**src/rtl/cib_defines.svh**
```systemverilog
/*
 Constants for the coherent invalidation broadcast block: message kinds,
 configuration values and address width. Assumes inclusion by bare name.
*/
`ifndef CIB_DEFINES_SVH
`define CIB_DEFINES_SVH

`define CIB_ADDR_W 32
`define CIB_KIND_W 3
`define CIB_SEL_COHERENT 3
`define CIB_DATA_W_MAX 32
`define CIB_FORCED_ON 1
`define CIB_KIND_CLEAN_INV 3'h0
`define CIB_KIND_MAKE_INV 3'h1
`define CIB_KIND_TLB_INV 3'h2
`define CIB_KIND_BTC_INV 3'h3
`define CIB_KIND_IC_INV_PA 3'h4
`define CIB_KIND_IC_INV_VA 3'h5
`define CIB_KIND_SYNC 3'h6

`endif

```
**src/rtl/cib_pkg.sv**
```systemverilog
/*
 Types shared by the broadcast block and its inbound applier.
 Assumes cib_defines.svh is on the include path.
*/
`include "cib_defines.svh"

package cib_pkg;
  typedef logic [`CIB_KIND_W-1:0] cib_kind_t;
  typedef logic [`CIB_ADDR_W-1:0] cib_addr_t;
  typedef enum logic [1:0]
  {
    CIB_TX_IDLE = 2'b00,
    CIB_TX_SEND = 2'b01,
    CIB_TX_SYNC = 2'b10,
    CIB_TX_WAIT = 2'b11
  } cib_tx_e;
  typedef enum logic [1:0]
  {
    CIB_RX_IDLE = 2'b00,
    CIB_RX_APPLY = 2'b01,
    CIB_RX_RESP = 2'b10
  } cib_rx_e;
endpackage

```
**src/rtl/cib_rx_if.sv**
```systemverilog
/*
 Carrier between the top block and the inbound invalidation applier.
 Assumes both ends run on the same clock.
*/
`timescale 1ns/100ps
`default_nettype none

interface cib_rx_if;
  logic enable;
  logic rx_valid;
  cib_pkg::cib_kind_t rx_kind;
  cib_pkg::cib_addr_t rx_addr;
  logic rx_ready;
  logic dc_inv;
  logic ic_inv;
  logic tlb_inv;
  logic btc_inv;
  cib_pkg::cib_addr_t inv_addr;
  logic loc_ack;
  logic resp_valid;
  logic resp_ready;
  modport top
  (
    output enable, rx_valid, rx_kind, rx_addr, loc_ack, resp_ready,
    input rx_ready, dc_inv, ic_inv, tlb_inv, btc_inv, inv_addr, resp_valid
  );
  modport applier
  (
    input enable, rx_valid, rx_kind, rx_addr, loc_ack, resp_ready,
    output rx_ready, dc_inv, ic_inv, tlb_inv, btc_inv, inv_addr, resp_valid
  );
endinterface

`default_nettype wire

```
**src/rtl/cib_rx.sv**
```systemverilog
/*
 Applies invalidations received from peer cores to the local structures,
 then answers the interconnect. Assumes the local structures acknowledge.
*/
`timescale 1ns/100ps
`default_nettype none
`include "cib_defines.svh"

module cib_rx
(
  input wire logic mclk,
  input wire logic reset_n,
  cib_rx_if.applier port
);
  cib_pkg::cib_rx_e state;

  // One message in flight; ready only while idle
  always_ff @(posedge mclk)
  begin
    if (!reset_n)
      state <= cib_pkg::CIB_RX_IDLE;
    else
      case (state)
        cib_pkg::CIB_RX_IDLE:
          if (port.enable && port.rx_valid)
            state <= cib_pkg::CIB_RX_APPLY;
        cib_pkg::CIB_RX_APPLY:
          if (port.loc_ack)
            state <= cib_pkg::CIB_RX_RESP;
        cib_pkg::CIB_RX_RESP:
          if (port.resp_ready)
            state <= cib_pkg::CIB_RX_IDLE;
        default:
          state <= cib_pkg::CIB_RX_IDLE;
      endcase
  end

  always_ff @(posedge mclk)
  begin
    if (!reset_n)
      port.rx_ready <= 1'b0;
    else
      port.rx_ready <= port.enable && state == cib_pkg::CIB_RX_IDLE && !port.rx_valid;
  end

  // Strobes raised on take, held until the local ack
  always_ff @(posedge mclk)
  begin
    if (!reset_n)
    begin
      port.dc_inv <= 1'b0;
      port.ic_inv <= 1'b0;
      port.tlb_inv <= 1'b0;
      port.btc_inv <= 1'b0;
      port.inv_addr <= '0;
    end
    else if (state == cib_pkg::CIB_RX_IDLE && port.enable && port.rx_valid)
    begin
      port.inv_addr <= port.rx_addr;
      // Clean and make invalid touch only the data cache
      port.dc_inv <= port.rx_kind == `CIB_KIND_CLEAN_INV
        || port.rx_kind == `CIB_KIND_MAKE_INV;
      port.ic_inv <= port.rx_kind == `CIB_KIND_IC_INV_PA
        || port.rx_kind == `CIB_KIND_IC_INV_VA;
      // TLB match ignores the process id; later misses trap to software
      port.tlb_inv <= port.rx_kind == `CIB_KIND_TLB_INV;
      port.btc_inv <= port.rx_kind == `CIB_KIND_BTC_INV;
    end
    else if (port.loc_ack)
    begin
      port.dc_inv <= 1'b0;
      port.ic_inv <= 1'b0;
      port.tlb_inv <= 1'b0;
      port.btc_inv <= 1'b0;
    end
  end

  always_ff @(posedge mclk)
  begin
    if (!reset_n)
      port.resp_valid <= 1'b0;
    else if (state == cib_pkg::CIB_RX_APPLY && port.loc_ack)
      port.resp_valid <= 1'b1;
    else if (port.resp_ready)
      port.resp_valid <= 1'b0;
  end
endmodule // cib_rx

`default_nettype wire

```
**src/rtl/cib_top.sv**
```systemverilog
/*
 Coherent invalidation broadcast: spreads local cache, TLB and branch
 target invalidations to peer cores and applies those of peers.
 Assumes one core clock, inputs synchronous to it, and an interconnect
 that reports when all peers finished a synchronisation.
*/
`timescale 1ns/100ps
`default_nettype none
`include "cib_defines.svh"

module cib_top
#(
  parameter int INTERCONNECT_SELECT_PARAM = `CIB_SEL_COHERENT,
  parameter int INSTR_CACHE_FORCED_ON_PARAM = `CIB_FORCED_ON,
  parameter int DATA_CACHE_FORCED_ON_PARAM = `CIB_FORCED_ON,
  parameter int DCACHE_WRITEBACK = 0,
  parameter int CACHE_DATA_WIDTH = `CIB_DATA_W_MAX,
  parameter int ICACHE_STREAMS = 0,
  parameter int ICACHE_VICTIMS = 0,
  parameter int AREA_OPTIMIZED = 0
)
(
  input wire logic MCLK,
  input wire logic RESET_N,
  input wire logic DC_FLUSH_REQ,
  input wire logic DC_CLEAR_REQ,
  input wire logic [`CIB_ADDR_W-1:0] DC_PADDR,
  input wire logic IC_INV_REQ,
  input wire logic MMU_VIRTUAL,
  input wire logic [`CIB_ADDR_W-1:0] IC_VADDR,
  input wire logic [`CIB_ADDR_W-1:0] IC_PADDR,
  input wire logic TRANSLATION_HIGH_REG_WRITE,
  input wire logic TRANSLATION_HIGH_REG_VALID,
  input wire logic [`CIB_ADDR_W-1:0] TRANSLATION_HIGH_REG_VADDR,
  input wire logic SYNC_BRANCH_REQ,
  input wire logic MEMORY_BARRIER_INSTR_REQ,
  output logic LOCAL_BUSY,
  output logic MEMORY_BARRIER_INSTR_DONE,
  output logic COHERENT,
  output logic MSG_VALID,
  output logic [`CIB_KIND_W-1:0] MSG_KIND,
  output logic [`CIB_ADDR_W-1:0] MSG_ADDR,
  input wire logic MSG_READY,
  input wire logic SYNC_COMPLETE,
  input wire logic RX_VALID,
  input wire logic [`CIB_KIND_W-1:0] RX_KIND,
  input wire logic [`CIB_ADDR_W-1:0] RX_ADDR,
  output logic RX_READY,
  output logic RESP_VALID,
  input wire logic RESP_READY,
  output logic LOC_DC_INV,
  output logic LOC_IC_INV,
  output logic LOC_TLB_INV,
  output logic LOC_BTC_INV,
  output logic [`CIB_ADDR_W-1:0] LOC_INV_ADDR,
  input wire logic LOC_ACK
);
  // Peripheral and local memory traffic never reaches this block
  localparam bit COH_ON = INTERCONNECT_SELECT_PARAM == `CIB_SEL_COHERENT
    && INSTR_CACHE_FORCED_ON_PARAM == `CIB_FORCED_ON
    && DATA_CACHE_FORCED_ON_PARAM == `CIB_FORCED_ON
    && DCACHE_WRITEBACK == 0 && CACHE_DATA_WIDTH <= `CIB_DATA_W_MAX
    && ICACHE_STREAMS == 0 && ICACHE_VICTIMS == 0 && AREA_OPTIMIZED == 0;

  cib_pkg::cib_tx_e state;
  logic take;
  logic tlb_inv_req;
  logic barrier;
  logic coherent;

  cib_rx_if rx_port ();

  assign tlb_inv_req = TRANSLATION_HIGH_REG_WRITE && !TRANSLATION_HIGH_REG_VALID;
  assign take = COHERENT && state == cib_pkg::CIB_TX_IDLE
    && (DC_FLUSH_REQ || DC_CLEAR_REQ || IC_INV_REQ || tlb_inv_req
    || SYNC_BRANCH_REQ || MEMORY_BARRIER_INSTR_REQ);

  always_ff @(posedge MCLK)
  begin
    if (!RESET_N)
      coherent <= 1'b0;
    else
      coherent <= COH_ON;
  end

  always_ff @(posedge MCLK)
  begin
    if (!RESET_N)
      COHERENT <= 1'b0;
    else
      COHERENT <= coherent;
  end

  // Local kind and address chosen by fixed priority
  always_ff @(posedge MCLK)
  begin
    if (!RESET_N)
    begin
      MSG_KIND <= `CIB_KIND_CLEAN_INV;
      MSG_ADDR <= '0;
      barrier <= 1'b0;
    end
    else if (take)
    begin
      barrier <= 1'b0;
      MSG_ADDR <= '0;
      if (DC_FLUSH_REQ)
      begin
        MSG_KIND <= `CIB_KIND_CLEAN_INV;
        MSG_ADDR <= DC_PADDR;
      end
      else if (DC_CLEAR_REQ)
      begin
        MSG_KIND <= `CIB_KIND_MAKE_INV;
        MSG_ADDR <= DC_PADDR;
      end
      else if (IC_INV_REQ)
      begin
        MSG_KIND <= MMU_VIRTUAL ? `CIB_KIND_IC_INV_VA : `CIB_KIND_IC_INV_PA;
        MSG_ADDR <= MMU_VIRTUAL ? IC_VADDR : IC_PADDR;
      end
      else if (tlb_inv_req)
      begin
        // Any high-register write with TRANSLATION_HIGH_REG_VALID low is broadcast, present locally or not
        MSG_KIND <= `CIB_KIND_TLB_INV;
        MSG_ADDR <= TRANSLATION_HIGH_REG_VADDR;
      end
      else
      begin
        // Barrier also clears the branch target cache
        MSG_KIND <= `CIB_KIND_BTC_INV;
        barrier <= MEMORY_BARRIER_INSTR_REQ;
      end
    end
    else if (state == cib_pkg::CIB_TX_SEND && MSG_READY && barrier)
    begin
      MSG_KIND <= `CIB_KIND_SYNC;
      MSG_ADDR <= '0;
    end
  end

  always_ff @(posedge MCLK)
  begin
    if (!RESET_N)
      state <= cib_pkg::CIB_TX_IDLE;
    else
      case (state)
        cib_pkg::CIB_TX_IDLE:
          if (take)
            state <= cib_pkg::CIB_TX_SEND;
        cib_pkg::CIB_TX_SEND:
          if (MSG_READY)
            state <= barrier ? cib_pkg::CIB_TX_SYNC : cib_pkg::CIB_TX_IDLE;
        cib_pkg::CIB_TX_SYNC:
          if (MSG_READY)
            state <= cib_pkg::CIB_TX_WAIT;
        cib_pkg::CIB_TX_WAIT:
          if (SYNC_COMPLETE)
            state <= cib_pkg::CIB_TX_IDLE;
        default:
          state <= cib_pkg::CIB_TX_IDLE;
      endcase
  end

  always_ff @(posedge MCLK)
  begin
    if (!RESET_N)
      MSG_VALID <= 1'b0;
    else if (take)
      MSG_VALID <= 1'b1;
    else if (state == cib_pkg::CIB_TX_SEND && MSG_READY)
      MSG_VALID <= barrier;
    else if (state == cib_pkg::CIB_TX_SYNC && MSG_READY)
      MSG_VALID <= 1'b0;
  end

  // Busy from the take until the broadcast is retired
  always_ff @(posedge MCLK)
  begin
    if (!RESET_N)
      LOCAL_BUSY <= 1'b0;
    else if (take)
      LOCAL_BUSY <= 1'b1;
    else if ((state == cib_pkg::CIB_TX_SEND && MSG_READY && !barrier)
      || (state == cib_pkg::CIB_TX_WAIT && SYNC_COMPLETE))
      LOCAL_BUSY <= 1'b0;
  end

  // Without coherency a barrier needs no peers and retires at once
  always_ff @(posedge MCLK)
  begin
    if (!RESET_N)
      MEMORY_BARRIER_INSTR_DONE <= 1'b0;
    else
      MEMORY_BARRIER_INSTR_DONE <= (state == cib_pkg::CIB_TX_WAIT && SYNC_COMPLETE)
        || (!COHERENT && MEMORY_BARRIER_INSTR_REQ);
  end

  assign rx_port.enable = COHERENT;
  assign rx_port.rx_valid = RX_VALID;
  assign rx_port.rx_kind = RX_KIND;
  assign rx_port.rx_addr = RX_ADDR;
  assign rx_port.loc_ack = LOC_ACK;
  assign rx_port.resp_ready = RESP_READY;
  assign RX_READY = rx_port.rx_ready;
  assign RESP_VALID = rx_port.resp_valid;
  assign LOC_DC_INV = rx_port.dc_inv;
  assign LOC_IC_INV = rx_port.ic_inv;
  assign LOC_TLB_INV = rx_port.tlb_inv;
  assign LOC_BTC_INV = rx_port.btc_inv;
  assign LOC_INV_ADDR = rx_port.inv_addr;

  cib_rx u_rx
  (
    .mclk(MCLK),
    .reset_n(RESET_N),
    .port(rx_port.applier)
  );
endmodule // cib_top

`default_nettype wire
```
**config.mk**
```make
export PLATFORM = sky130hd
export DESIGN_NAME = cib_top
export DESIGN_NICKNAME = d
export VERILOG_FILES = /design/src/rtl/cib_pkg.sv /design/src/rtl/cib_rx_if.sv /design/src/rtl/cib_rx.sv /design/src/rtl/cib_top.sv
export VERILOG_INCLUDE_DIRS = /design/src /design/src/rtl
export SDC_FILE = /design/constraint.sdc
export NUM_CORES = 1
export LEC_CHECK = 0
export ABC_AREA = 1
export ABC_CLOCK_PERIOD_IN_PS = 2000
export BUFFER_PORTS_ARGS = -buffer_cell sky130_fd_sc_hd__buf_2
export CORE_MARGIN = 2
export CORE_UTILIZATION = 30
export DETAILED_ROUTE_END_ITERATION = 12
export HOLD_SLACK_MARGIN = 0.03
export PLACE_DENSITY = 0.57
export SKIP_CTS_REPAIR_TIMING = 1
export SYNTH_ARGS = -nofsm -noshare
export SYNTH_HDL_FRONTEND = slang
export SYNTH_SLANG_ARGS = --single-unit
```
**constraint.sdc**
```tcl
create_clock -name MCLK -period 2 [get_ports MCLK]
set_input_delay 0.2 -clock MCLK [delete_from_list [all_inputs] [get_ports MCLK]]
set_output_delay 0.2 -clock MCLK [all_outputs]
set_load 0.01 [all_outputs]
```
* Word level (Yosys, flattened, before mapping)
Cells that the tools add are included.
Storage, ports and cells: logic and storage cells 112, output and inout bits 77, input bits 178, flip-flop bits (word level) 83
Operators by class: muxes and demuxes 41, reductions and logical operators 37, equal/unequal tests 17
Operators by type and width (count):
- 32-bit two-way mux | 7
- 1-bit two-way mux | 19
- 2-bit two-way mux | 8
- 3-bit two-way mux | 5
- 1-bit logical AND | 14
- 2-bit inequality test, second input constant | 6
- 1-bit logical OR | 9
- 2-bit one-hot mux with 4 select lines | 1
- 2-bit nonzero test | 4
- 2-bit == test, second input constant | 3
- 3-bit by 2-bit == test with 1-bit output, second input constant | 2
- 3-bit == test, second input constant | 2
- 2-bit one-hot mux with 3 select lines | 1
- 2-bit by 1-bit == test with 1-bit output, second input constant | 2
- 1-bit zero test | 4
- 2-bit zero test | 2
- 4-bit AND reduction | 1
- 3-bit by 1-bit == test with 1-bit output, second input constant | 1
- 3-bit zero test | 1
- 3-bit AND reduction | 1
- 3-bit nonzero test | 1
- 2-bit by 1-bit inequality test with 1-bit output, second input constant | 1

* Longest topological paths before layout
Gate-level depths: netlist of the first run.
depth after elaboration 8, gate-level depth with buffers 10, mapped depth without buffers 9

* Hierarchy
A second synthesis of the first run with hierarchy kept.
Second synthesis, totals: cells, all modules 643, area total of the unflattened synthesis 4267.8 um^2
By module, submodules not included:
- cib_top | times used 1, cells an instance 461, area an instance 2735.1 um^2
- cib_rx | times used 1, cells an instance 182, area an instance 1532.7 um^2

* Worst setup path after synthesis of the first run
No wires, ideal clock.
kind register to register, start reg COHERENT, end reg u_rx.port.inv_addr[22], path slack 0.791 ns, library setup time 0.116 ns, path buffers 2, cell stages (with the launch flop) 8, arrival 1.093 ns, path through dfxtp_1 nand2_1 nor2_1 buf_2 inv_1 buf_4 nor2_1 nor2_1
On the way: longest elaborated chain between the ends 2
Ends and longest elaborated chain:
- from (decl) | RTL line cib_top.sv:39 | output logic COHERENT,
- from (signal assigned) | RTL line cib_top.sv:91 | COHERENT <= coherent;
- 1-bit logical AND (2 in a row) | RTL line cib_rx.sv:57 | else if (state == cib_pkg::CIB_RX_IDLE && port.enable && port.rx_valid)
- to (signal assigned) | RTL line cib_rx.sv:59 | port.inv_addr <= port.rx_addr;
- to (decl) | RTL line cib_rx_if.sv:30 | output rx_ready, dc_inv, ic_inv, tlb_inv, btc_inv, inv_addr, resp_valid
Every way passes these cells. A chain may end at the register's enable or synchronous reset.

* Final worst setup path of the first run
start reg state[0], end reg MSG_ADDR[25]
On the way: longest elaborated chain between the ends 4
Ends and longest elaborated chain:
- from (decl) | RTL line cib_top.sv:65 | cib_pkg::cib_tx_e state;
- from (signal assigned) | RTL line cib_top.sv:145 | state <= cib_pkg::CIB_TX_IDLE;
- from (signal assigned) | RTL line cib_top.sv:150 | state <= cib_pkg::CIB_TX_SEND;
- from (signal assigned) | RTL line cib_top.sv:153 | state <= barrier ? cib_pkg::CIB_TX_SYNC : cib_pkg::CIB_TX_IDLE;
- 2-bit by 1-bit == test with 1-bit output / 2-bit zero test (equally long branches) | RTL line cib_top.sv:135, cib_top.sv:74
- 1-bit logical AND (on tied branches) | RTL line cib_top.sv:135, cib_top.sv:74
- 1-bit logical AND (on tied branches) | RTL line cib_top.sv:135, cib_top.sv:75
- 2-bit nonzero test (no line) / 32-bit two-way mux (equally long branches)
- to (signal assigned) | RTL line cib_top.sv:120 | MSG_ADDR <= MMU_VIRTUAL ? IC_VADDR : IC_PADDR;
- to (decl) | RTL line cib_top.sv:42 | output logic [`CIB_ADDR_W-1:0] MSG_ADDR,
Parallel ways exist; a longest one is shown, timed or not.

==> results.md, run 1 <==
- The number of cells on the worst reg-to-reg path is 6.
- After the first detailed-routing iteration, the DRC count stood at 206.
- In the post-route analysis, the smallest setup slack over all paths is around 360 ps.
- Of the available clock period, the critical path in the final layout requires 0.821.
- TritonCTS created 9 clock buffers.
- In this run the worst path has a maximum fanout of 19.
- The number of global-route vias before repair is 4431.
- The CTS H-tree depth is 3.
- TritonCTS built the clock tree.
- The number of max-slew violations in the final report came to 0.
- During placement, the flow inserted port buffers numbering about 250.
- The net count after synthesis is around 820.
- The launching instance or port of the critical path is state[0]$_SDFFE_PN0P_.
- The signed area change from the synthesized netlist to the final layout is 41.2%.
- In the final layout, the share of cells above drive strength 1 is 0.334.
- The flop-to-flop setup slack is approximately 360 ps.
- The endpoint type of the worst setup path is a flop.
- The largest net degree at the start of global routing is 67.
- The tree is rooted in a sky130_fd_sc_hd__clkbuf_16.
- The clock passes through at most 2 buffers.
- After detailed routing, the number of vias per cell comes to 4.57.
- For this design the static power due to leakage is 2.91 nW.
- The timing-limited maximum frequency is ~0.6 GHz.
- Along the worst hold path, the cell count comes to 2.
- At the pin with the least slew margin, the transition time is 634 ps.
- Timing analysis after detailed placement gives a worst setup slack of 351 ps.
- The number of violations of the max-capacitance limit is 0.
- STA puts the critical path data arrival time at 1840 ps.
- Counting the fill cells in the layout gives 1460.
- Final hold analysis gives a worst-case slack of 29.4 ps.
- The tree built by TritonCTS fans out to 83 sinks.
- The summed negative setup slack over all endpoints is 0 ps.
- Setup repair after global routing left no endpoint under its margin.
- The power per cell area is 751 mW/mm^2.
- The classification of the worst setup path is reg -> reg.
- The detailed placer's ending HPWL is 10.4 mm.
- The startpoint identified for the worst register-to-register timing path is state[0]$_SDFFE_PN0P_.
- The core outline area is 0.0133 mm^2.
- The detailed-route wire length is 14.1 mm.
- Measured against its own limit, the worst slew margin works out to 0.577.
- The die boundary height is 121 um.
- In this run the remaining antenna-violating nets after routing total 0.
- The initial core utilization is 0.309.
- The number of instances in the synthesized netlist is around 640.
- The synthesized area divided by synthesized cell count is approximately 6.5 um^2.
- The worst register-to-register path ends at MSG_ADDR[25]$_SDFFE_PN0P_.
- The data required time of the critical path is 2200 ps.
- The synthesized netlist contains 23 unique library cells.
- Pin placement for this block handled 255 I/O pins.
- The final net count is 1051.
- The share of the Yosys chip area taken by registers is 0.402.
- The yosys synthesis warning count is 0.
- The number of endpoints with negative hold slack in the final report is 0.
- The floorplan die width is 121 um.
- The initial antenna violation count was 1.
- Setup violations remaining at the end of the flow were counted as 0.
- The startpoint of the most critical hold path is RX_VALID.
- The worst path needs 1640 ps of the cycle, external delays included.
- The cell area after synthesis is 0.00413 mm^2.
- The design draws 0.00438 W.
- The count of TritonRoute iterations in the first routing pass is 4.
- For this run, the total global-route usage over all layers was measured as 0.185.
- The total of flip-flops plus latches after synthesis is between 80 and 90.
- The routed layout has 4820 vias.
- In the routed design, unresolved DRC markers number 0.
- The wire length of the first global-routing pass is 21.4 mm.
- The clock insertion delay at the later pin of the skew report is 340 ps.
- The worst IR drop on VDD is 414 uV.
- The number of placement rows is 42.
- The final routed wire length divided by cell count is 13.4 um.
- The terminating pin of the worst hold path is u_rx.port.rx_ready$_SDFF_PN0_.
- Routability-driven placement finished with a final weighted congestion of around 0.8.
- The run finished with clean final reports.
- The startpoint kind of the worst setup timing path is a flop.
- The sum of overflow across all layers after global routing is 0.
- The setup skew after layout is between 6 and 7 ps.
- In this run the worst hold path is classified as in -> reg.
- The clock transition at the registers of the reported paths is 70 ps.
- The area of the die is 0.0147 mm^2.
==> state kept, by name, summed over array words and instances (netlist names), named ones only <==
signal / flops
COHERENT: 1
LOCAL_BUSY: 1
MEMORY_BARRIER_INSTR_DONE: 1
MSG_ADDR: 32
MSG_KIND: 3
MSG_VALID: 1
barrier: 1
coherent: 1
state: 1
u_rx.port.btc_inv: 1
u_rx.port.dc_inv: 1
u_rx.port.ic_inv: 1
u_rx.port.inv_addr: 32
u_rx.port.resp_valid: 1
u_rx.port.rx_ready: 1
u_rx.port.tlb_inv: 1
u_rx.state: 2
==> synth_stat cells <==
| library cell | n | area [um^2] |
|---|---|---|
| sky130_fd_sc_hd__nor3_1 | 1 | 5.00 |
| sky130_fd_sc_hd__buf_6 | 7 | 78.8 |
| sky130_fd_sc_hd__nand3b_1 | 1 | 7.51 |
| sky130_fd_sc_hd__nand2_2 | 1 | 6.26 |
| sky130_fd_sc_hd__buf_2 | 18 | 90.1 |
| sky130_fd_sc_hd__buf_4 | 4 | 30.0 |
| sky130_fd_sc_hd__nor3b_2 | 1 | 12.5 |
| sky130_fd_sc_hd__buf_1 | 3 | 11.3 |
| sky130_fd_sc_hd__nand3_1 | 74 | 370 |
| sky130_fd_sc_hd__o21ai_0 | 67 | 335 |
| sky130_fd_sc_hd__nand4_1 | 2 | 12.5 |
| sky130_fd_sc_hd__nand2_1 | 87 | 327 |
| sky130_fd_sc_hd__inv_2 | 3 | 11.3 |
| sky130_fd_sc_hd__nand2_4 | 1 | 11.3 |
| sky130_fd_sc_hd__o21ai_1 | 1 | 5.00 |
| sky130_fd_sc_hd__nor2_8 | 1 | 20.0 |
| sky130_fd_sc_hd__clkbuf_1 | 13 | 48.8 |
| sky130_fd_sc_hd__a21oi_1 | 48 | 240 |
| sky130_fd_sc_hd__inv_1 | 17 | 63.8 |
| sky130_fd_sc_hd__nor4_1 | 1 | 6.26 |
| sky130_fd_sc_hd__nor2_2 | 2 | 12.5 |
| sky130_fd_sc_hd__dfxtp_1 | 83 | 1660 |
| sky130_fd_sc_hd__nor2_1 | 203 | 762 |
==> cell usage in the layout (no fill, tap or decap), drive strengths merged <==
master	instances
a21oi	48
buf	268
bufinv	2
clkbuf	10
clkinv	1
clkinvlp	2
dfxtp	83
diode	1
inv	21
nand2	89
nand3	74
nand3b	1
nand4	2
nor2	206
nor3	1
nor3b	1
nor4	1
o21ai	68
==> kinds of logic after synthesis <==
logic type,Yosys count,synth area share
flip-flops,83,0.402
buffers and inverters,65,0.0809
AO/OA/AOI/OAI,116,0.141
AND/OR/NAND/NOR,375,0.376
==> per-layer routing <==
layer | global-route usage | vias to the layer above | routed length, um
met3 | 0.0648 | 20 | 1420
li1 | - | 2533 | -
met5 | 0 | - | 0
met4 | 0.0726 | 0 | 286
met2 | 0.306 | 174 | 6380
met1 | 0.218 | 2093 | 6060
==> through the flow <==
| stage | instances | util | area [um^2] |
|---|---|---|---|
| final | 1055 | 0.437 | 5830 |
| after global routing | 1054 | 0.437 | 5830 |
| after CTS | 1054 | 0.437 | 5830 |
| after detailed placement | 1038 | 0.413 | 5510 |
| after global placement | 1038 | 0.413 | 5510 |
| after floorplan | 639 | - | 4130 |
==> worst max-delay path by stage <==
stage	slack [ps]	cells after the start	endpoint
after floorplan	790	7	u_rx.port.inv_addr[22]$_SDFFE_PN0P_
after global routing	180	6	MSG_ADDR[28]$_SDFFE_PN0P_
after global placement	370	6	MSG_ADDR[18]$_SDFFE_PN0P_
final	360	6	MSG_ADDR[25]$_SDFFE_PN0P_
after detailed placement	350	6	MSG_ADDR[25]$_SDFFE_PN0P_
after CTS	340	6	MSG_ADDR[25]$_SDFFE_PN0P_
==> worst max-delay path, cell delays in order (launching register included) <==
cell	delay, ps
sky130_fd_sc_hd__dfxtp_1	430
sky130_fd_sc_hd__inv_1	90
sky130_fd_sc_hd__nor3b_2	210
sky130_fd_sc_hd__nand2_2	280
sky130_fd_sc_hd__buf_4	320
sky130_fd_sc_hd__nand3_1	110
sky130_fd_sc_hd__a21oi_1	60
==> report_power, final <==
part | internal (W) | leakage, nW | switching (W)
logic | 0.000343 | 2.08 | 0.000444
registers | 0.00175 | 0.678 | 0.0000512
clock network | 0.00110 | 0.149 | 0.000694
total | 0.00319 | 2.91 | 0.00119
==> cell type report <==
type                       instances  area (um^2)  share of cell area
multi-input combinational        491         2140               0.367
sequential                        83         1660               0.285
timing repair buffer             268         1410               0.242
clock buffer                      10          229              0.0393
tap                              176          220              0.0378
clock inverter                     6         88.8              0.0152
inverter                          20         75.1              0.0129
antenna                            1         2.50            0.000429
No activity file was read; power rests on OpenSTA's default activity.
==> run 2: changes to the inputs <==
--- a/config.mk
+++ b/config.mk
@@ -7,13 +7,13 @@
 export NUM_CORES = 1
 export LEC_CHECK = 0
 export ABC_AREA = 1
-export ABC_CLOCK_PERIOD_IN_PS = 2000
+export ABC_CLOCK_PERIOD_IN_PS = 1500
 export BUFFER_PORTS_ARGS = -buffer_cell sky130_fd_sc_hd__buf_2
 export CORE_MARGIN = 2
 export CORE_UTILIZATION = 30
 export DETAILED_ROUTE_END_ITERATION = 12
 export HOLD_SLACK_MARGIN = 0.03
-export PLACE_DENSITY = 0.57
+export PLACE_DENSITY = 0.6
 export SKIP_CTS_REPAIR_TIMING = 1
 export SYNTH_ARGS = -nofsm -noshare
 export SYNTH_HDL_FRONTEND = slang
==> constraint.sdc (replaced) <==
create_clock -name MCLK -period 1.5 [get_ports MCLK]
set_input_delay 0.15 -clock MCLK [delete_from_list [all_inputs] [get_ports MCLK]]
set_output_delay 0.15 -clock MCLK [all_outputs]
set_load 0.01 [all_outputs]
==> run 2 against run 1 <==
Against the previous run:
- via count up 1.2%
- critical path depth increased by 2
- core utilization up 1.3 points
- maximum frequency up 19%
- non-clock buffer count rose by 10
- die area did not move
==> results.md, run 2 (synthesis results as in run 1) <==
- Run status: finished clean (unchanged).
- The number of clock sinks seen by CTS is 83 (unchanged).
- The data arrival at the endpoint of the critical path is 1650 ps (was 1840 ps).
- The core outline area is 0.0133 mm^2 (unchanged).
- The number of placement rows is 42 (unchanged).
- The clock insertion delay at the later pin of the skew report is 330 ps (was 340 ps).
- The highest metal layer with signal wires is met4 (unchanged).
- The timing-limited maximum frequency was 0.723 GHz (was 0.609 GHz).
- The count of routing violations after the opening detailed-route iteration is 222 (was 206).
- The classification of the worst setup path is reg -> reg (unchanged).
- The number of vias after detailed routing came to 4877 (was 4820).
- The area of the die came to 0.0147 mm^2 (unchanged).
- The number of violations of the max-capacitance limit is 0 (unchanged).
- The setup slack after placement is 137 ps (was 351 ps).
- The number of max-slew violations in the final report is 0 (unchanged).
- The total of endpoints with negative setup slack in the final report is 0 (unchanged).
- The overall routing resource usage is 0.184 (was 0.185).
- Unrepaired setup endpoints after global routing: no (unchanged).
- The count of nets left with antenna violations after detail routing was 0 (unchanged).
- The endpoint type of the worst setup path is a flop (unchanged).
- The most common cell after layout, fill and taps aside is sky130_fd_sc_hd__buf_2 (unchanged).
- The initial core utilization is 0.309 (unchanged).
- The final routed wire length divided by cell count is 13.1 um (was 13.4 um).
- The share of the clock period used by the worst path after layout is 0.922 (was 0.821).
- The worst IR drop on VDD is 695 uV (was 414 uV).
- The global placement routability congestion is 0.833 (was 0.797).
- The length of routed wiring on met1 is 5.84 mm (was 6.06 mm).
- The detailed placer's ending HPWL was 10.5 mm (was 10.4 mm).
- The gate family responsible for the most delay along the worst path is simple AND/OR/NAND/NOR gates (unchanged).
- The I/O pin count was 255 (unchanged).
- The largest net degree at the start of global routing is 57 (was 67).
- The number of antenna repair diodes was 0 (was 1).
- The data required time of the critical path is 1770 ps (was 2200 ps).
- The library cell used as clock root buffer was sky130_fd_sc_hd__clkbuf_16 (unchanged).
- The signed area change from the synthesized netlist to the final layout is 45.5% (was 41.2%).
- The final net count came to 1061 (was 1051).
- The floorplan die width is 121 um (unchanged).
- The worst stage delay on the critical path is 350 ps (was 430 ps).
- The length of routed met3 wiring came to 1.57 mm (was 1.42 mm).
- The detailed-route vias per instance is 4.59 (was 4.57).
- The power per cell area is 998 mW/mm^2 (was 751 mW/mm^2).
- The largest fanout of any net on the critical path is 15 (was 19).
- CP cell instances: nor2_2, inv_2, nor2_8, nand2_8, buf_4, nor2_1, nand2_1, a21oi_1 (was inv_1, nor3b_2, nand2_2, buf_4, nand3_1, a21oi_1).
- The post-route DRC violation count came to 0 (unchanged).
- The initial antenna violation count is 0 (was 1).
- The clock transition at the registers of the reported paths was 60 ps (was 70 ps).
- The post-route worst setup slack is 117 ps (was 358 ps).
- The number of endpoints with negative hold slack in the final report is 0 (unchanged).
- The met2 wire length was 6.42 mm (was 6.38 mm).
- The sequential cell area is 0.00166 mm^2 (about the same).
- The clock buffer count from CTS was 9 (unchanged).
- The highest-delay cell along the critical path was sky130_fd_sc_hd__dfxtp_1 (unchanged).
- The worst-case clock buffer depth is 2 (unchanged).
- Largest registers: MSG_ADDR: 32 flops, u_rx.port.inv_addr: 32 flops, MSG_KIND: 3 flops (unchanged).
- The number of global-route vias before repair came to 4413 (was 4431).
- The count of TritonRoute iterations in the first routing pass is 4 (unchanged).
- The number of input and output port buffers inserted came to 254 (unchanged).
- The die boundary height is 121 um (unchanged).
- The sum of overflow across all layers after global routing came to 0 (unchanged).
- The layout filler cell count is 1440 (was 1460).
- The startpoint kind of the worst setup timing path is a flop (unchanged).
- The leakage power summed over all cells came to 2.99 nW (was 2.91 nW).
- The area of the multi-input gates is 0.00215 mm^2 (was 0.00214 mm^2).
- The fraction of final layout cells sized beyond drive strength 1 is 0.337 (was 0.334).
- The CTS H-tree depth was 3 (unchanged).
- The detailed-route wire length is 13.9 mm (was 14.1 mm).
- The actual transition at the worst max-transition pin came to 371 ps (was 634 ps).
- The wire length of the first global-routing pass is 21.4 mm (about the same).
- The summed negative setup slack over all endpoints is 0 ps (unchanged).
- The TritonCTS clock tree is yes (unchanged).
- The final critical path time including I/O delays and setup is 1380 ps (was 1640 ps).
- The path class of the lowest-slack min-delay path is in -> reg (unchanged).
- Highest-count cells in the layout ignoring fill and taps: 254 x sky130_fd_sc_hd__buf_2, 202 x sky130_fd_sc_hd__nor2_1, 87 x sky130_fd_sc_hd__nand2_1 (unchanged).
- The setup skew after layout is 3.49 ps (was 6.77 ps).
- The combined buffer and inverter count along the critical path was 2 (unchanged).
- The worst slew margin relative to its limit is 0.750 (was 0.577).
-- run 2: per-layer routing --
| layer | vias up | global-route usage |
|---|---|---|
| li1 | 2551 | - |
| met1 | 2116 | 0.211 |
| met2 | 201 | 0.315 |
| met3 | 9 | 0.0808 |
| met4 | 0 | 0.0417 |
| met5 | - | 0 |
-- run 2: metrics by stage --
step	total power [W]	util	std cells	hold slack, ps	cell area (um^2)
2_1_floorplan	0.00303	-	639	178	4130
4_1_cts	0.00606	0.444	1058	-17.7	5930
6_report	0.00600	0.450	1063	33.7	6010
3_3_place_gp	0.00354	0.419	1043	352	5600
5_1_grt	0.00633	0.450	1063	32.3	6010
3_5_place_dp	0.00354	0.419	1043	352	5600
-- run 2: worst paths after layout --
check | from | endpoint | slack, ps | cells past startpoint
max | flop | MSG_ADDR[4]$_SDFFE_PN0P_ | 120 | 8
max reg2reg | flop | MSG_ADDR[4]$_SDFFE_PN0P_ | 120 | 8
min reg2reg | coherent$_DFF_P_ | COHERENT$_SDFF_PN0_ | 410 | 2
min | RX_ADDR[26] | u_rx.port.inv_addr[26]$_SDFFE_PN0P_ | 30 | 3
-- run 2: cell type report --
cell class	instances	share of cell area
clock buffers	10	0.0381
clock inverters	5	0.0171
inverters	20	0.0125
multi-input cells	491	0.358
flip-flops and latches	83	0.277
well taps	176	0.0367
repair buffers	278	0.261
-- run 2: worst register-to-register path, cell delays in order (launching register included) --
cell                      delay, ps
sky130_fd_sc_hd__dfxtp_1        350
sky130_fd_sc_hd__nor2_2         150
sky130_fd_sc_hd__inv_2           80
sky130_fd_sc_hd__nor2_8         130
sky130_fd_sc_hd__nand2_8        110
sky130_fd_sc_hd__buf_4          220
sky130_fd_sc_hd__nor2_1         110
sky130_fd_sc_hd__nand2_1         60
sky130_fd_sc_hd__a21oi_1        110
-- run 2: where the power goes --
part | total, W | leakage (nW) | internal (W) | switching, W
sequential | 0.00240 | 0.678 | 0.00234 | 0.0000669
combinational | 0.00111 | 2.15 | 0.000501 | 0.000609
clock | 0.00248 | 0.159 | 0.00161 | 0.000867
==> run 3: changes to the inputs <==
--- a/config.mk
+++ b/config.mk
@@ -14,6 +14,7 @@
 export DETAILED_ROUTE_END_ITERATION = 12
 export HOLD_SLACK_MARGIN = 0.03
 export PLACE_DENSITY = 0.6
+export REMOVE_ABC_BUFFERS = 1
 export SKIP_CTS_REPAIR_TIMING = 1
 export SYNTH_ARGS = -nofsm -noshare
 export SYNTH_HDL_FRONTEND = slang
==> run 3 against run 2 <==
Against the previous run:
- sequential power hardly changed
- die area did not move
- global-route usage increased by 0.71 points
- first-iteration DRC count grew 7.2%
- hold slack improved by 1.9 ps
- power shrank 4.2%
- sequential share of layout area is 0.16 points higher
- final area decreased by 0.56%
- sequential cell count did not move
- maximum frequency is 5.2% higher
- critical endpoint is now MSG_KIND[1]$_SDFFE_PN0P_
- largest cell class unchanged
==> results.md, run 3 (synthesis results as in run 1) <==
- The final critical path time including I/O delays and setup was 1310 ps (was 1380 ps).
- The cell-internal power is 0.00417 W (was 0.00445 W).
- The actual transition at the worst max-transition pin is 476 ps (was 371 ps).
- The startpoint of the most critical hold path was RX_ADDR[19] (was RX_ADDR[26]).
- The worst-case clock buffer depth is 2 (unchanged).
- The signed area change from the synthesized netlist to the final layout is 44.6% (was 45.5%).
- The overall routing resource usage came to 0.191 (was 0.184).
- The largest net degree at the start of global routing is 67 (was 57).
- The power consumption was 0.00574 W (was 0.00600 W).
- The final routed wire length divided by cell count came to 13.3 um (was 13.1 um).
- The leakage power summed over all cells is 2.97 nW (was 2.99 nW).
- Highest-count cells in the layout ignoring fill and taps: 254 x sky130_fd_sc_hd__buf_2, 201 x sky130_fd_sc_hd__nor2_1, 87 x sky130_fd_sc_hd__nand2_1 (was 254 x sky130_fd_sc_hd__buf_2, 202 x sky130_fd_sc_hd__nor2_1, 87 x sky130_fd_sc_hd__nand2_1).
- The startpoint kind of the worst setup timing path is a flop (unchanged).
- The detailed placer's ending HPWL is 10.6 mm (was 10.5 mm).
- The detailed-route wire length was 14.1 mm (was 13.9 mm).
- The sum of overflow across all layers after global routing came to 0 (unchanged).
- The part of the power in the clock network is 0.388 (was 0.414).
- The largest fanout of any net on the critical path is 8 (was 15).
- Run status: finished clean (unchanged).
- The power per cell area is 962 mW/mm^2 (was 998 mW/mm^2).
- The layout filler cell count is 1501 (was 1440).
- The global placement routability congestion came to 0.886 (was 0.833).
- The number of vias after detailed routing is 4897 (was 4877).
- The finished layout cell area came to 0.00597 mm^2 (was 0.00601 mm^2).
- Largest registers: MSG_ADDR: 32 flops, u_rx.port.inv_addr: 32 flops, MSG_KIND: 3 flops (unchanged).
- The total of endpoints with negative setup slack in the final report is 0 (unchanged).
- The setup skew after layout was 6.78 ps (was 3.49 ps).
- The net load switching power is 0.00157 W (was 0.00154 W).
- The number of clock sinks seen by CTS came to 83 (unchanged).
- The fraction of final layout cells sized beyond drive strength 1 was 0.340 (was 0.337).
- Unrepaired setup endpoints after global routing: no (unchanged).
- The initial core utilization is 0.309 (unchanged).
- The post-route DRC violation count is 0 (unchanged).
- The area of the die is 0.0147 mm^2 (unchanged).
- The clock transition at the registers of the reported paths is 60 ps (about the same).
- The number of violations of the max-capacitance limit is 0 (unchanged).
- The wire length of the first global-routing pass is 22.5 mm (was 21.4 mm).
- The number of cell instances on the worst register-to-register path was 8 (unchanged).
- The initial antenna violation count was 0 (unchanged).
- The number of antenna repair diodes is 0 (unchanged).
- The number of input and output port buffers inserted was 254 (unchanged).
- The most common cell after layout, fill and taps aside is sky130_fd_sc_hd__buf_2 (unchanged).
- The worst IR drop on VDD is 396 uV (was 695 uV).
- The flop-to-flop setup slack is 190 ps (was 120 ps).
- The count of nets left with antenna violations after detail routing is 0 (unchanged).
- The number of placement rows is 42 (unchanged).
- The number of global-route vias before repair came to 4686 (was 4413).
- The final net count came to 1057 (was 1061).
- The floorplan die width is 121 um (unchanged).
- The TritonCTS clock tree is yes (unchanged).
- The clock buffer count from CTS is 9 (unchanged).
- The switching power as a share of total power is 0.273 (was 0.257).
- The classification of the worst setup path is reg -> reg (unchanged).
- The share of the clock period used by the worst path after layout was 0.876 (was 0.922).
- The detailed-route vias per instance came to 4.62 (was 4.59).
- The count of cells along the worst hold path is 3 (unchanged).
- The clock insertion delay at the later pin of the skew report was 330 ps (about the same).
- The count of TritonRoute iterations in the first routing pass came to 5 (was 4).
- The number of endpoints with negative hold slack in the final report came to 0 (unchanged).
- The final cell utilization of the core was 0.447 (was 0.450).
- The total cell area at the placement stage is 0.00560 mm^2 (about the same).
- The path class of the lowest-slack min-delay path is in -> reg (unchanged).
- The worst slew margin relative to its limit was 0.682 (was 0.750).
- The library cell used as clock root buffer is sky130_fd_sc_hd__clkbuf_16 (unchanged).
- The endpoint type of the worst setup path is a flop (unchanged).
- The die boundary height is 121 um (unchanged).
- The core outline area is 0.0133 mm^2 (unchanged).
- The count of routing violations after the opening detailed-route iteration was 238 (was 222).
- The combinational share of power came to 0.194 (was 0.185).
- The CTS H-tree depth came to 3 (unchanged).
- The terminating pin of the worst hold path is u_rx.port.inv_addr[19]$_SDFFE_PN0P_ (was u_rx.port.inv_addr[26]$_SDFFE_PN0P_).
- The data arrival at the endpoint of the critical path came to 1540 ps (was 1650 ps).
- The capturing point of the worst reg2reg path is MSG_KIND[1]$_SDFFE_PN0P_ (was MSG_ADDR[4]$_SDFFE_PN0P_).
- The I/O pin count is 255 (unchanged).
- The share of total power in sequential cells is 0.418 (was 0.401).
- The data required time of the critical path is 1730 ps (was 1770 ps).
- The number of max-slew violations in the final report is 0 (unchanged).
- The timing-limited maximum frequency came to 0.761 GHz (was 0.723 GHz).
==> run 3: changes by cell type in the layout (fill, tap and decap cells not counted), sizes merged <==
cell / delta
bufinv: -2
clkinv: +3
dlygate4sd3: -3
buf: -1
==> run 3: cell type report <==
class	instances	area, um^2	area share
Clock buffer	10	239	0.0400
Inverter	20	75.1	0.0126
Tap cell	176	220	0.0369
Multi-Input combinational cell	491	2150	0.360
Timing Repair Buffer	274	1560	0.261
Clock inverter	6	65.1	0.0109
Sequential cell	83	1660	0.278
==> run 3: worst max-delay path, stage by stage (launching register included) <==
cell and delay, ps:
sky130_fd_sc_hd__dfxtp_1 410, sky130_fd_sc_hd__nor2_2 70, sky130_fd_sc_hd__inv_2 110, sky130_fd_sc_hd__nor2_8 50
sky130_fd_sc_hd__nand2_8 120, sky130_fd_sc_hd__buf_4 130, sky130_fd_sc_hd__nand2_1 90, sky130_fd_sc_hd__o21ai_0 170
sky130_fd_sc_hd__inv_1 60
==> run 3: through the flow <==
step	hold WS (ps)	worst slack (ps)	std cells	TNS (ps)
finish	35.6	185	1060	0
floorplan	178	-1230	594	-75540
detailed placement	346	104	1040	0
global placement	351	161	1040	0
global route	32.5	26.9	1060	0
CTS	-8.21	92.4	1056	0
==> run 3: power by group through the flow <==
stage,logic (W),clock network (W),registers (W)
after floorplan,0.000450,0,0.00251
after global placement,0.00108,0,0.00245
after detailed placement,0.00109,0,0.00245
after CTS,0.00109,0.00230,0.00240
after global routing,0.00126,0.00240,0.00242
final,0.00112,0.00223,0.00240
==> run 3: per-layer routing <==
layer	vias to the layer above	wire length, um	track usage	share of wire
li1	2545	-	-	-
met1	2170	6020	0.231	0.43
met2	157	7010	0.334	0.50
met3	25	727	0.0395	0.051
met4	0	363	0.0704	0.026
met5	-	0	0	0
==> run 3: worst max-delay path by stage <==
stage,startpoint,to,slack (ps),cells after the start
detailed placement,flop,MSG_ADDR[15]$_SDFFE_PN0P_,100,8
global placement,flop,MSG_ADDR[8]$_SDFFE_PN0P_,160,8
global route,state[0]$_SDFFE_PN0P_,MSG_ADDR[27]$_SDFFE_PN0P_,30,8
finish,flop,MSG_KIND[1]$_SDFFE_PN0P_,190,8
floorplan,DC_CLEAR_REQ,MSG_KIND[2]$_SDFFE_PN0P_,-1230,6
CTS,flop,MSG_ADDR[15]$_SDFFE_PN0P_,90,8
